**src/verilog/flash_front_defs.svh**
```systemverilog
// constants of the serial flash command front end
`ifndef FLASH_FRONT_DEFS_SVH
`define FLASH_FRONT_DEFS_SVH

// opcodes
`define OPC_READ        8'h03
`define OPC_FAST_READ   8'h0B
`define OPC_SECTOR_ERS  8'h20
`define OPC_BLOCK_ERS   8'hD8
`define OPC_CHIP_ERS_A  8'h60
`define OPC_CHIP_ERS_B  8'hC7
`define OPC_BYTE_PROG   8'h02
`define OPC_AAI_PROG    8'hAD
`define OPC_ST_READ     8'h05
`define OPC_ST_PERMIT   8'h50
`define OPC_ST_WRITE    8'h01
`define OPC_WR_PERMIT   8'h06
`define OPC_WR_REVOKE   8'h04

// complete frame lengths in bytes, opcode included; for reads, the bytes before the data phase
`define LEN_ONE         3'h1
`define LEN_ST_WRITE    3'h2
`define LEN_AAI_NEXT    3'h3
`define LEN_ERASE       3'h4
`define LEN_BYTE_PROG   3'h5
`define LEN_AAI_FIRST   3'h6
`define LEN_READ_DATA   3'h4
`define LEN_FAST_DATA   3'h5

// status byte fields
`define SR_BUSY         0
`define SR_WEL          1
`define SR_BP_LO        2
`define SR_BP_HI        4
`define SR_RSVD         5
`define SR_AAI          6
`define SR_BPL          7
`define SR_BP_RST       3'h7

// array geometry and data buffer
`define ADDR_W          19
`define FIFO_W          8
`define FIFO_D          16

`endif

```
**src/verilog/flash_front_pkg.sv**
```systemverilog
// types shared by the serial flash command front end
package flash_front_pkg;

   typedef enum logic [2:0] {
      OP_NONE, OP_BYTE_PROG, OP_AAI_WORD,
      OP_SECTOR_ERASE, OP_BLOCK_ERASE, OP_CHIP_ERASE
   } op_kind_t;

   typedef enum logic [1:0] {PS_IDLE, PS_PUSH, PS_REQ, PS_WAIT} push_state_t;

   typedef struct packed {
      logic        cs_d;
      logic        sck_d;
      logic        act;
      logic        drop;
      logic [2:0]  bit_cnt;
      logic [2:0]  byte_cnt;
      logic [7:0]  sh;
      logic [7:0]  opc;
      logic [23:0] addr;
      logic [7:0]  d0;
      logic [7:0]  d1;
      logic [7:0]  out_sh;
      logic        so;
      logic        so_oe;
      logic [18:0] rd_addr;
      logic        busy;
      logic        write_latch_flag;
      logic        auto_increment_program;
      logic [2:0]  bp;
      logic        protect_lock_bit;
      logic        perm_prev;
      push_state_t ps;
      logic [1:0]  pend;
      logic [15:0] pq;
      logic        top_pend;
      op_kind_t    kind;
      logic [18:0] op_addr;
      logic [18:0] aai_addr;
      logic        op_req;
   } ctl_t;

endpackage

```
**src/verilog/flash_cmd_front.sv**
```systemverilog
// serial flash command front end: link decode, status and write guard
`timescale 1ns/10ps
`include "flash_front_defs.svh"

// Functional notes
// - guard low and lock bit set: status write is refused
// - guard high: lock bit ignored, status write accepted
// - while busy only status reads are served
// - status bit 0 is busy, read-only, zero at power-up
// - status bit 1 is the write latch, read-only, zero at power-up
// - status bits 2..4 are protection level, writable, ones at power-up
// - status bit 5 reserved, reads zero, not writable
// - status bit 6 shows auto-increment mode, read-only, zero at power-up
// - lock bit set freezes protection level bits; lock bit writable
// - status write loads only protection level and lock bits, and clears the write latch
// - all status bits return to defaults at power-up
// - program and erase ignored while write latch is clear
// - write latch cleared at power-up, revoke, status write, op completion (for an AAI word only at the top address)
// - all bus cycles 8 bits, msb first, sampled on rising clock
// - each instruction starts at falling chip select
// - chip select rise inside a byte aborts the instruction
// - sector erase is 20h plus three address bytes
// - block erase is D8h plus three address bytes
// - auto-increment program is ADh, three address bytes, two data bytes
// - status read repeats status byte until chip select rises
// - chip erase only when all protection level bits are zero
module flash_cmd_front (
   input  wire logic         mclk,
   input  wire logic         rst,
   input  wire logic         clk_en,
   input  wire logic         cs_n,
   input  wire logic         sck,
   input  wire logic         si,
   input  wire logic         guard_n,
   output logic              so,
   output logic              so_oe,
   output logic              op_req,
   output flash_front_pkg::op_kind_t op_kind,
   output logic      [18:0]  op_addr,
   input  wire logic         op_done,
   output logic      [18:0]  rd_addr,
   input  wire logic [7:0]   rd_data,
   output logic      [7:0]   pdata,
   output logic              pdata_valid,
   input  wire logic         pdata_ready
);
   flash_front_pkg::ctl_t st;
   flash_front_pkg::ctl_t nx;
   logic [3:0]  pins;
   logic        cs_s;
   logic        sck_s;
   logic        si_s;
   logic        guard_s;
   logic        cs_fall;
   logic        cs_rise;
   logic        fin;
   logic        done_ok;
   logic        sck_rise;
   logic        sck_fall;
   logic        out_go;
   logic        push_v;
   logic        fifo_in_ready;
   logic        start;
   logic [7:0]  sh_new;
   logic [23:0] addr_new;
   logic [7:0]  out_byte;
   function automatic logic is_prot(input logic [2:0] bp,
                                    input logic [18:0] a);
      logic p;
      p = 1'b1;
      unique case (bp)
         3'h0:    p = 1'b0;
         3'h1:    p = (a[18:16] == 3'h7);
         3'h2:    p = (a[18:17] == 2'h3);
         3'h3:    p = a[18];
         default: p = 1'b1;
      endcase
      return p;
   endfunction
   function automatic logic [7:0] status_of(input logic busy,
                                            input logic write_latch_flag,
                                            input logic auto_increment_program,
                                            input logic protect_lock_bit,
                                            input logic [2:0] bp);
      logic [7:0] s;
      s = 8'h00;
      s[`SR_BUSY]            = busy;
      s[`SR_WEL]             = write_latch_flag;
      s[`SR_BP_HI:`SR_BP_LO] = bp;
      s[`SR_AAI]             = auto_increment_program;
      s[`SR_BPL]             = protect_lock_bit;
      return s;
   endfunction
   pin_sync #(
      .W (4)
   ) u_sync (
      .mclk   (mclk),
      .rst    (rst),
      .clk_en (clk_en),
      .din    ({cs_n, sck, si, guard_n}),
      .dout   (pins)
   );
   stream_fifo #(
      .W (`FIFO_W),
      .D (`FIFO_D)
   ) u_fifo (
      .mclk      (mclk),
      .rst       (rst),
      .clk_en    (clk_en),
      .in_valid  (push_v),
      .in_data   (st.pq[15:8]),
      .in_ready  (fifo_in_ready),
      .out_valid (pdata_valid),
      .out_data  (pdata),
      .out_ready (pdata_ready)
   );
   assign cs_s     = pins[3];
   assign sck_s    = pins[2];
   assign si_s     = pins[1];
   assign guard_s  = pins[0];
   assign cs_fall  = st.cs_d & ~cs_s;
   assign cs_rise  = ~st.cs_d & cs_s;
   assign fin      = cs_rise & st.act;
   assign done_ok  = fin & ~st.drop & (st.bit_cnt == 3'h0);
   assign sck_rise = st.act & ~cs_s & ~st.sck_d & sck_s;
   assign sck_fall = st.act & ~cs_s & st.sck_d & ~sck_s;
   assign sh_new   = {st.sh[6:0], si_s};
   assign addr_new = {st.addr[15:0], sh_new};
   assign out_go   = st.act & (((st.opc == `OPC_ST_READ)
                     & (st.byte_cnt != 3'h0))
                     | (~st.drop & (((st.opc == `OPC_READ)
                     & (st.byte_cnt >= `LEN_READ_DATA))
                     | ((st.opc == `OPC_FAST_READ)
                     & (st.byte_cnt >= `LEN_FAST_DATA)))));
   assign out_byte = (st.opc == `OPC_ST_READ)
                   ? status_of(st.busy, st.write_latch_flag, st.auto_increment_program, st.protect_lock_bit, st.bp)
                   : rd_data;
   always_comb begin
      nx        = st;
      nx.cs_d   = cs_s;
      nx.sck_d  = sck_s;
      nx.op_req = 1'b0;
      push_v    = 1'b0;
      start     = 1'b0;
      if (cs_fall) begin
         nx.act      = 1'b1;
         nx.drop     = st.busy;
         nx.bit_cnt  = 3'h0;
         nx.byte_cnt = 3'h0;
         nx.so_oe    = 1'b0;
      end
      if (cs_rise) begin
         nx.act   = 1'b0;
         nx.so_oe = 1'b0;
      end
      if (sck_rise) begin
         nx.sh      = sh_new;
         nx.bit_cnt = st.bit_cnt + 3'h1;
         if (st.bit_cnt == 3'h7) begin
            if (st.byte_cnt != 3'h7) begin
               nx.byte_cnt = st.byte_cnt + 3'h1;
            end
            case (st.byte_cnt)
               3'h0: nx.opc = sh_new;
               3'h1, 3'h2: nx.addr = addr_new;
               3'h3: begin
                  nx.addr    = addr_new;
                  nx.rd_addr = addr_new[18:0];
               end
               3'h4: nx.d0 = sh_new;
               3'h5: nx.d1 = sh_new;
               default: ;
            endcase
         end
      end
      if (sck_fall && out_go) begin
         nx.so_oe = 1'b1;
         if (st.bit_cnt == 3'h0) begin
            nx.so     = out_byte[7];
            nx.out_sh = {out_byte[6:0], 1'b0};
            if (st.opc != `OPC_ST_READ) begin
               nx.rd_addr = st.rd_addr + 19'h00001;
            end
         end else begin
            nx.so     = st.out_sh[7];
            nx.out_sh = {st.out_sh[6:0], 1'b0};
         end
      end
      unique case (st.ps)
         flash_front_pkg::PS_IDLE: ;
         flash_front_pkg::PS_PUSH: begin
            push_v = 1'b1;
            if (fifo_in_ready) begin
               nx.pq   = {st.pq[7:0], 8'h00};
               nx.pend = st.pend - 2'h1;
               if (st.pend == 2'h1) begin
                  nx.ps = flash_front_pkg::PS_REQ;
               end
            end
         end
         flash_front_pkg::PS_REQ: begin
            nx.op_req = 1'b1;
            nx.ps     = flash_front_pkg::PS_WAIT;
         end
         flash_front_pkg::PS_WAIT: begin
            if (op_done) begin
               nx.busy = 1'b0;
               nx.ps   = flash_front_pkg::PS_IDLE;
               if (st.kind != flash_front_pkg::OP_AAI_WORD
                   || st.top_pend) begin
                  nx.write_latch_flag = 1'b0;
                  nx.auto_increment_program = 1'b0;
               end
            end
         end
      endcase
      if (fin) begin
         nx.perm_prev = 1'b0;
      end
      if (done_ok) begin
         case (st.opc)
            `OPC_WR_PERMIT: if (st.byte_cnt == `LEN_ONE) begin
               nx.write_latch_flag       = 1'b1;
               nx.perm_prev = 1'b1;
            end
            `OPC_ST_PERMIT: if (st.byte_cnt == `LEN_ONE) begin
               nx.perm_prev = 1'b1;
            end
            `OPC_WR_REVOKE: if (st.byte_cnt == `LEN_ONE) begin
               nx.write_latch_flag = 1'b0;
               nx.auto_increment_program = 1'b0;
            end
            `OPC_ST_WRITE: if (st.byte_cnt == `LEN_ST_WRITE
                               && st.perm_prev) begin
               nx.write_latch_flag = 1'b0;
               if (guard_s || !st.protect_lock_bit) begin
                  nx.bp  = st.addr[`SR_BP_HI:`SR_BP_LO];
                  nx.protect_lock_bit = st.addr[`SR_BPL];
               end
            end
            `OPC_SECTOR_ERS, `OPC_BLOCK_ERS: begin
               if (st.byte_cnt == `LEN_ERASE && st.write_latch_flag
                   && !is_prot(st.bp, st.addr[18:0])) begin
                  start      = 1'b1;
                  nx.op_addr = st.addr[18:0];
                  nx.kind    = (st.opc == `OPC_SECTOR_ERS)
                             ? flash_front_pkg::OP_SECTOR_ERASE
                             : flash_front_pkg::OP_BLOCK_ERASE;
               end
            end
            `OPC_CHIP_ERS_A, `OPC_CHIP_ERS_B: begin
               if (st.byte_cnt == `LEN_ONE && st.write_latch_flag
                   && st.bp == 3'h0) begin
                  start      = 1'b1;
                  nx.op_addr = 19'h00000;
                  nx.kind    = flash_front_pkg::OP_CHIP_ERASE;
               end
            end
            `OPC_BYTE_PROG: begin
               if (st.byte_cnt == `LEN_BYTE_PROG && st.write_latch_flag
                   && !is_prot(st.bp, st.addr[18:0])) begin
                  start      = 1'b1;
                  nx.op_addr = st.addr[18:0];
                  nx.pq      = {st.d0, 8'h00};
                  nx.pend    = 2'h1;
                  nx.kind    = flash_front_pkg::OP_BYTE_PROG;
               end
            end
            `OPC_AAI_PROG: begin
               if (!st.auto_increment_program && st.byte_cnt == `LEN_AAI_FIRST && st.write_latch_flag
                   && !is_prot(st.bp, st.addr[18:0])) begin
                  start       = 1'b1;
                  nx.auto_increment_program      = 1'b1;
                  nx.op_addr  = st.addr[18:0];
                  nx.aai_addr = st.addr[18:0] + 19'h00002;
                  nx.top_pend = (st.addr[18:1] == 18'h3FFFF);
                  nx.pq       = {st.d0, st.d1};
                  nx.pend     = 2'h2;
                  nx.kind     = flash_front_pkg::OP_AAI_WORD;
               end else if (st.auto_increment_program && st.byte_cnt == `LEN_AAI_NEXT
                   && st.write_latch_flag && !is_prot(st.bp, st.aai_addr)) begin
                  start       = 1'b1;
                  nx.op_addr  = st.aai_addr;
                  nx.aai_addr = st.aai_addr + 19'h00002;
                  nx.top_pend = (st.aai_addr[18:1] == 18'h3FFFF);
                  nx.pq       = st.addr[15:0];
                  nx.pend     = 2'h2;
                  nx.kind     = flash_front_pkg::OP_AAI_WORD;
               end
            end
            default: ;
         endcase
         if (start) begin
            nx.busy = 1'b1;
            nx.ps   = (nx.pend != 2'h0) ? flash_front_pkg::PS_PUSH
                                        : flash_front_pkg::PS_REQ;
         end
      end
   end
   always_ff @(posedge mclk) begin
      if (rst) begin
         st       <= '0;
         st.cs_d  <= 1'b1;
         st.sck_d <= 1'b1;
         st.bp    <= `SR_BP_RST;
      end else if (clk_en) begin
         st <= nx;
      end
   end
   assign so      = st.so;
   assign so_oe   = st.so_oe;
   assign op_req  = st.op_req;
   assign op_kind = st.kind;
   assign op_addr = st.op_addr;
   assign rd_addr = st.rd_addr;

   logic st_wr_done;
   assign st_wr_done = clk_en & done_ok & (st.opc == `OPC_ST_WRITE)
                     & (st.byte_cnt == `LEN_ST_WRITE) & st.perm_prev;
endmodule // flash_cmd_front

```
**src/verilog/pin_sync.sv**
```systemverilog
// two-stage synchroniser for asynchronous pin inputs
`timescale 1ns/10ps
module pin_sync #(
   parameter int W = 4
) (
   input  wire logic         mclk,
   input  wire logic         rst,
   input  wire logic         clk_en,
   input  wire logic [W-1:0] din,
   output logic      [W-1:0] dout
);
   typedef struct packed {
      logic [W-1:0] s1;
      logic [W-1:0] s2;
   } sync_t;

   sync_t st;
   sync_t nx;

   always_comb begin
      nx    = st;
      nx.s1 = din;
      nx.s2 = st.s1;
   end

   always_ff @(posedge mclk) begin
      if (rst) begin
         st <= '1;
      end else if (clk_en) begin
         st <= nx;
      end
   end

   assign dout = st.s2;
endmodule // pin_sync

```
**src/verilog/stream_fifo.sv**
```systemverilog
// parameterised fifo with registered output stage
`timescale 1ns/10ps
module stream_fifo #(
   parameter int W = 8,
   parameter int D = 16
) (
   input  wire logic         mclk,
   input  wire logic         rst,
   input  wire logic         clk_en,
   input  wire logic         in_valid,
   input  wire logic [W-1:0] in_data,
   output logic              in_ready,
   output logic              out_valid,
   output logic      [W-1:0] out_data,
   input  wire logic         out_ready
);
   localparam int AW = $clog2(D);

   typedef struct packed {
      logic [AW-1:0] wp;
      logic [AW-1:0] rp;
      logic [AW:0]   cnt;
      logic          ov;
      logic [W-1:0]  od;
   } fifo_t;

   fifo_t        st;
   fifo_t        nx;
   logic [W-1:0] mem [D];
   logic         push;
   logic         pop;

   assign in_ready = (st.cnt != (AW+1)'(D));
   assign push     = in_valid & in_ready;
   assign pop      = (st.cnt != '0) & (~st.ov | out_ready);

   always_comb begin
      nx = st;
      if (pop) begin
         nx.od = mem[st.rp];
         nx.ov = 1'b1;
         nx.rp = st.rp + AW'(1);
      end else if (out_ready) begin
         nx.ov = 1'b0;
      end
      if (push) begin
         nx.wp = st.wp + AW'(1);
      end
      nx.cnt = st.cnt + {{AW{1'b0}}, push} - {{AW{1'b0}}, pop};
   end

   always_ff @(posedge mclk) begin
      if (rst) begin
         st <= '0;
      end else if (clk_en) begin
         st <= nx;
         if (push) begin
            mem[st.wp] <= in_data;
         end
      end
   end

   assign out_valid = st.ov;
   assign out_data  = st.od;
endmodule // stream_fifo
```
**config.mk**
```make
export PLATFORM = sky130hd
export DESIGN_NAME = flash_cmd_front
export DESIGN_NICKNAME = d
export VERILOG_FILES = /design/src/verilog/flash_front_pkg.sv /design/src/verilog/flash_cmd_front.sv /design/src/verilog/pin_sync.sv /design/src/verilog/stream_fifo.sv
export VERILOG_INCLUDE_DIRS = /design/src /design/src/verilog
export SDC_FILE = /design/constraint.sdc
export NUM_CORES = 1
export LEC_CHECK = 0
export ABC_AREA = 1
export BUFFER_PORTS_ARGS = -buffer_cell sky130_fd_sc_hd__buf_4
export CORE_UTILIZATION = 58
export DETAILED_ROUTE_END_ITERATION = 7
export PLACE_DENSITY = 0.85
export REMOVE_ABC_BUFFERS = 1
export SLEW_MARGIN = 30
export SYNTH_ARGS = -nofsm -noshare
export SYNTH_HDL_FRONTEND = slang
export SYNTH_HIERARCHICAL = 1
export SYNTH_SLANG_ARGS = --single-unit
```
**constraint.sdc**
```tcl
create_clock -name mclk -period 2.6 [get_ports mclk]
set_input_delay 0.13 -clock mclk [delete_from_list [all_inputs] [get_ports mclk]]
set_output_delay 0.13 -clock mclk [all_outputs]
set_load 0.01 [all_outputs]
```
# Word level (Yosys, flattened, before mapping)
# Memories as Yosys holds them, arrays and structs flattened. A register that Yosys moved wholly into a read port is not among the register bits.
# Index checks and enable logic that the tools add are counted.
word_totals:
  regBits: 188
  ram_bits: 128
  wordCells: 251
  mem_count: 1
op_classes:
  addsub: 10
  n_lt_le_gt_ge: 2
  n_eq_ne: 41
  n_mux: 82
  n_bitwise: 26
  n_reduce_logical: 54
mem_list:
  columns: ["memory", "words", "word_bits", "rd", "rd_clocked_by_memory_dff", "wr", "line_no", "rtl"]
  rows:
  - ["u_fifo.mem", 16, 8, 1, 1, 1, "stream_fifo.sv:29", "logic [W-1:0] mem [D];"]
ops:
  columns: ["operator", "count"]
  rows:
  - ["$mux 60", 2]
  - ["$mux 19", 6]
  - ["$pmux 22 s4", 1]
  - ["$mux 70", 1]
  - ["$mux 22", 3]
  - ["$mux 62", 1]
  - ["$mux 18", 3]
  - ["$mux 48", 1]
  - ["$mux 20", 2]
  - ["$mux 8", 5]
  - ["$add 19x2->19 const B", 2]
  - ["$eq 18x18->1 const B", 2]
  - ["$pmux 18 s2", 1]
  - ["$mux 1", 34]
  - ["$eq 8x3->1 const B", 3]
  - ["$eq 8x8->1 const B", 3]
  - ["$mux 24", 1]
  - ["$reduce_and 4->1", 5]
  - ["$add 19x1->19 const B", 1]
  - ["$eq 3x3->1 const B", 6]
  - ["$reduce_and 2->1", 9]
  - ["$and 1x1->1", 17]
  - ["$eq 8x2->1 const B", 2]
  - ["$eq 8x7->1 const B", 2]
  - ["40 further kinds", 102]

# Longest topological paths before layout
logic_depth:
  depth_word: 21
  depth_mapped: 15

# Modules after synthesis
# The synthesis kept the hierarchy.
by_module_without_submodules:
  columns: ["mod", "n_inst", "cells_each", "area_each_um2", "seq_area_each_um2"]
  rows:
  - ["flash_cmd_front", 1, 1400, 9301.4, 3183.1]
  - ["stream_fifo", 1, 674, 6703.9, 4284.1]
  - ["pin_sync", 1, 35, 279.0, 160.2]

# Least setup slack after synthesis
# OpenSTA, ideal clock, no wires.
synth_path:
  kind: "flip-flop to flip-flop"
  from: "register u_fifo/st[12] (netlist name)"
  to: "register u_fifo/st[13] (netlist name)"
  setup_time_ps: 118
  arrival_ps: 2103
  path_slack_ps: 378
  stages_incl_launch_ff: 15
  n_path_buf: 0
  synth_period_minus_slack_ps: 2222
  path_cell_list: "dfxtp_1 -> inv_1 -> ha_1 -> nand4_1 -> nand2_1 -> inv_1 -> ha_1 -> inv_1 -> ha_1 -> fa_1 -> nand3_1 -> nand2_1 -> xor2_1 -> nand2_1 -> a21oi_1"
synth_via:
  elab_chain_cells: 4
  word_cells_on_any_way: 6
synth_lines:
  columns: ["item", "line_no", "rtl"]
  rows:
  - ["start, declared", "stream_fifo.sv:27", "fifo_t st;"]
  - ["start signal, assigned", "stream_fifo.sv:56", "st <= nx;"]
  - ["$ne 5x5->1", "stream_fifo.sv:33", "assign in_ready = (st.cnt != (AW+1)'(D));"]
  - ["$and 1x1->1", "stream_fifo.sv:34", "assign push = in_valid & in_ready;"]
  - ["$add 5x1->5", "stream_fifo.sv:49", "nx.cnt = st.cnt + {{AW{1'b0}}, push} - {{AW{1'b0}}, pop};"]
  - ["$sub 5x1->5 (*)", "stream_fifo.sv:49", null]
# Mark *: on every way between the ends. The rest lies on a longest branch, timed or not.
# A chain may end at the register's enable or synchronous reset.

# Worst setup path in the final report
layout_path:
  from: "register st[156] (netlist name)"
  to: "register st, in the netlist op_addr[11]"
layout_via:
  elab_chain_cells: 6
  word_cells_on_any_way: 24
layout_lines:
  columns: ["item", "line_no", "rtl"]
  rows:
  - ["start, declared", "flash_cmd_front.sv:47", "flash_front_pkg::ctl_t st;"]
  - ["start signal, assigned", "flash_cmd_front.sv:307", "st <= nx;"]
  - ["$eq 3x3->1 (no line) / $eq 3x2->1 (equally long branches)", null, null]
  - ["$logic_and 1x1->1 (no line)", null, null]
  - ["$logic_and 1x1->1, on equally long branches (2 in series)", "flash_cmd_front.sv:270, flash_cmd_front.sv:280", null]
  - ["$ne 3x3->1 (no line) / $mux 60 (equally long branches)", null, null]
  - ["$reduce_and 7->1 (no line) / $pmux 22 s4 (equally long branches)", null, null]
# Parallel ways exist; a longest one is shown, timed or not.

==> summary.md <==
| Metric | Value |
|---|---|
| Max Cap Viol | `0` |
| Via/cell ratio | `5.82` |
| Routed met1 length | `17.6 mm` |
| Synth Area in XOR/XNOR | `1.29%` |
| Top Ports | `70` |
| Critical path type | `reg2reg` |
| Routability cong. | `0.968` |
| Mean Syn Cell Area | `7.72 um^2` |
| RSZ-0062 raised after global routing | `false` |
| Top routing layer in use | `met4` |
| Post-DP Area | `16900 um^2` |
| Syn Std Cell Area | `16300 um^2` |
| Drt pass-1 iters | `6` |
| Antenna-violating nets left | `0` |
| Finished Layout Cells | `2541` |
| Main combinational cell family by area after synthesis | `simple AND/OR/NAND/NOR gates` |
| Max IR drop VDD | `0.425 mV` |
| Layout cell share with drive strength beyond 1 | `11.2%` |
| CTS Root Cell | `clkbuf_16` |
| Initial Utilization | `59.8%` |
| Cell Rows | `60` |
| Share of the yosys chip area belonging to registers | `46.8%` |
| Final wirelength | `43.7 mm` |
| Peak Freq | `399 MHz` |
| FILL cells | `2230` |
| Clk slew on worst S/H paths | `0.06 ns` |
| Post-synth EDFFs | `128` |
| Largest net degree at the start of global routing | `67` |
| CORE AREA | `27300 um^2` |
| Final Power | `12000 uW` |
| WP data arrival | `2.90 ns` |
| Max Slew Vio Count | `0` |
| Postcts setup bufs | `0` |
| Worst skew pair latency | `0.53 ns` |
| Top_reg_cell synth | `dfxtp_1` |
| Flip-flop and latch count after synthesis | `317` |
| First-pass GRT wire length | `69.6 mm` |
| GRT Util Overall | `30.4%` |
| Final count of negative-setup-slack endpoints | `0` |
| Commonest non-fill, non-tap cell in the layout | `nand2_1` |
| Crit start category | `register` |
| Die Y | `170 um` |
| Multiplexer share of the synthesized area | `0%` |
| Setup TNS | `0 ns` |
| Crit path time final | `2.50 ns` |
| CP max FO | `20` |
| Port Buffers | `69` |
| DIE WIDTH | `170 um` |
| NumNets Final | `2186` |
| Average wire per standard cell | `17.2 um` |
| H-tree depth | `2` |
| Number of global-route vias before repair | `13700` |
| Yosys Warn Count | `6` |
| Die area | `28800 um^2` |
| # placed instances | `2470` |
| TritonCTS clock tree | `done` |
| Most frequent cells in the layout | `465 x nand2_1, 235 x inv_1, 188 x o21ai_0, 188 x dfxtp_1, 186 x a21oi_1` |
| Hold WC Path Type | `in2reg` |
| Simple logic cell fraction of the synthesized area | `22.7%` |
| Hold slack | `0.0282 ns` |
| Met3 wire len | `4.18 mm` |
| DRC viols | `0` |
| Ys async rst share | `0%` |
| Clk_skew | `0.0227 ns` |
| Cell variety after synth | `50` |
| CP endpoint kind | `register` |
| CTS Sinks | `317` |
| Synth Area in Compound Gates | `16.0%` |
| Synth-to-Final Area Change | `11.5%` |
| Mapped Cells | `2109` |
| Final Cycle Share | `96.3%` |
| Worst slew margin | `44.8%` |
| Pwr Density | `662 nW/um^2` |
| N_diodes | `0` |
| Post-Synth Adder-Cell Area | `2.12%` |
| Final Cell Area | `18200 um^2` |
| Status | `finished clean` |
| Max Root-Sink Buffers | `3` |
| Slew @ Worst Pin | `0.828 ns` |
| Metal2 WL | `20.2 mm` |
| Vias | `14800` |
| Number of buffers created by CTS | `35` |
| Detailed Route Iter0 Violations | `1963` |
| Lkg Pwr | `0.00756 uW` |
| Detail Placement HPWL | `29.8 mm` |
| Initial antenna violation count | `0` |
| Final hold vios | `0` |
| GR Overflow Total | `0` |
| CP required | `3.00 ns` |
## cells by family after synthesis
kind of cell | count (synthesis)
buf+inv | 399
compound gates | 485
fa+ha+maj | 27
flops | 317
xor+xnor | 24
simple gates | 857
## state kept, by name (all words and copies together), names as in the netlist, 3 cells and up
register         flops
addr_new            23
rd_addr             19
u_sync/nx            4
st                  92
u_fifo/st           13
op_kind              3
u_sync/dout          4
op_addr             19
u_fifo/mem         128
u_fifo/out_data      8
## worst paths after layout
kind | startpoint | endpoint | slack [ns] | depth (start not counted)
setup / recovery | st[156]$_SDFFE_PP0P_ | op_addr[11]$_SDFFE_PP0P_ | 0.1 | 10
hold / removal | rd_data[5] | st[98]$_SDFFE_PP0P_ | 0.03 | 5
setup reg to reg | st[156]$_SDFFE_PP0P_ | op_addr[11]$_SDFFE_PP0P_ | 0.1 | 10
hold reg to reg | so$_SDFFE_PP0P_ | so$_SDFFE_PP0P_ | 0.45 | 2
## metrics by stage
step / utilization [%] / setup WS, ns
finish: 66.7 / 0.0968
global route: 66.7 / 0.000461
global placement: 62.1 / 0.164
CTS: 66.5 / 0.0934
floorplan: - / -0.121
detailed placement: 62.1 / 0.0459
## worst max-delay path, cell delays in order (launching register included)
cell and delay [ns]:
dfxtp_1 0.34, ha_1 0.22, ha_1 0.20, inv_1 0.10, nor3_2 0.06, nand2_2 0.08
clkinv_1 0.53, nand2_1 0.52, o22ai_1 0.14, nor2_1 0.10, nor2_1 0.06
## final cells by class
| type | instances | area (um^2) | area share, % |
|---|---|---|---|
| inverter | 253 | 953 | 5.25 |
| clock inverter | 10 | 139 | 0.765 |
| clock buffer | 54 | 991 | 5.46 |
| timing repair buffer | 142 | 1110 | 6.10 |
| tap | 372 | 465 | 2.56 |
| multi-input combinational | 1393 | 6880 | 37.9 |
| sequential | 317 | 7630 | 42.0 |
## Yosys cell counts (all sizes together), types with 18 or more instances
cell    number  area share [%]
a21oi      188             5.8
a31oi       18            0.69
buf        103             4.3
clkbuf      43             1.0
dfxtp      189              23
edfxtp     128              24
ha          26             2.0
inv        248             5.7
nand2      479              11
nand3      161             5.1
nand4       23            0.92
nor2       165             4.1
nor3        20            0.88
o21ai      214             6.6
o22ai       22            0.85
## metal layers
metal	global-route usage [%]	vias to the layer above
li1	-	7036
met1	39.9	6819
met2	49.7	804
met3	4.78	142
met4	13.2	0
met5	0	-
## report_power, final
part	internal, uW	switching (uW)
logic	580	1090
clock network	2940	1980
registers	5300	137
## what timing repair did
action                     in CTS  in global routing
hold endpoints to repair       11                  0
pin swaps                       0                  2
hold buffers                    7                  0
gates resized for setup         1                  9
setup endpoints to repair       2                 12
Power figures use the tool's default switching activity.
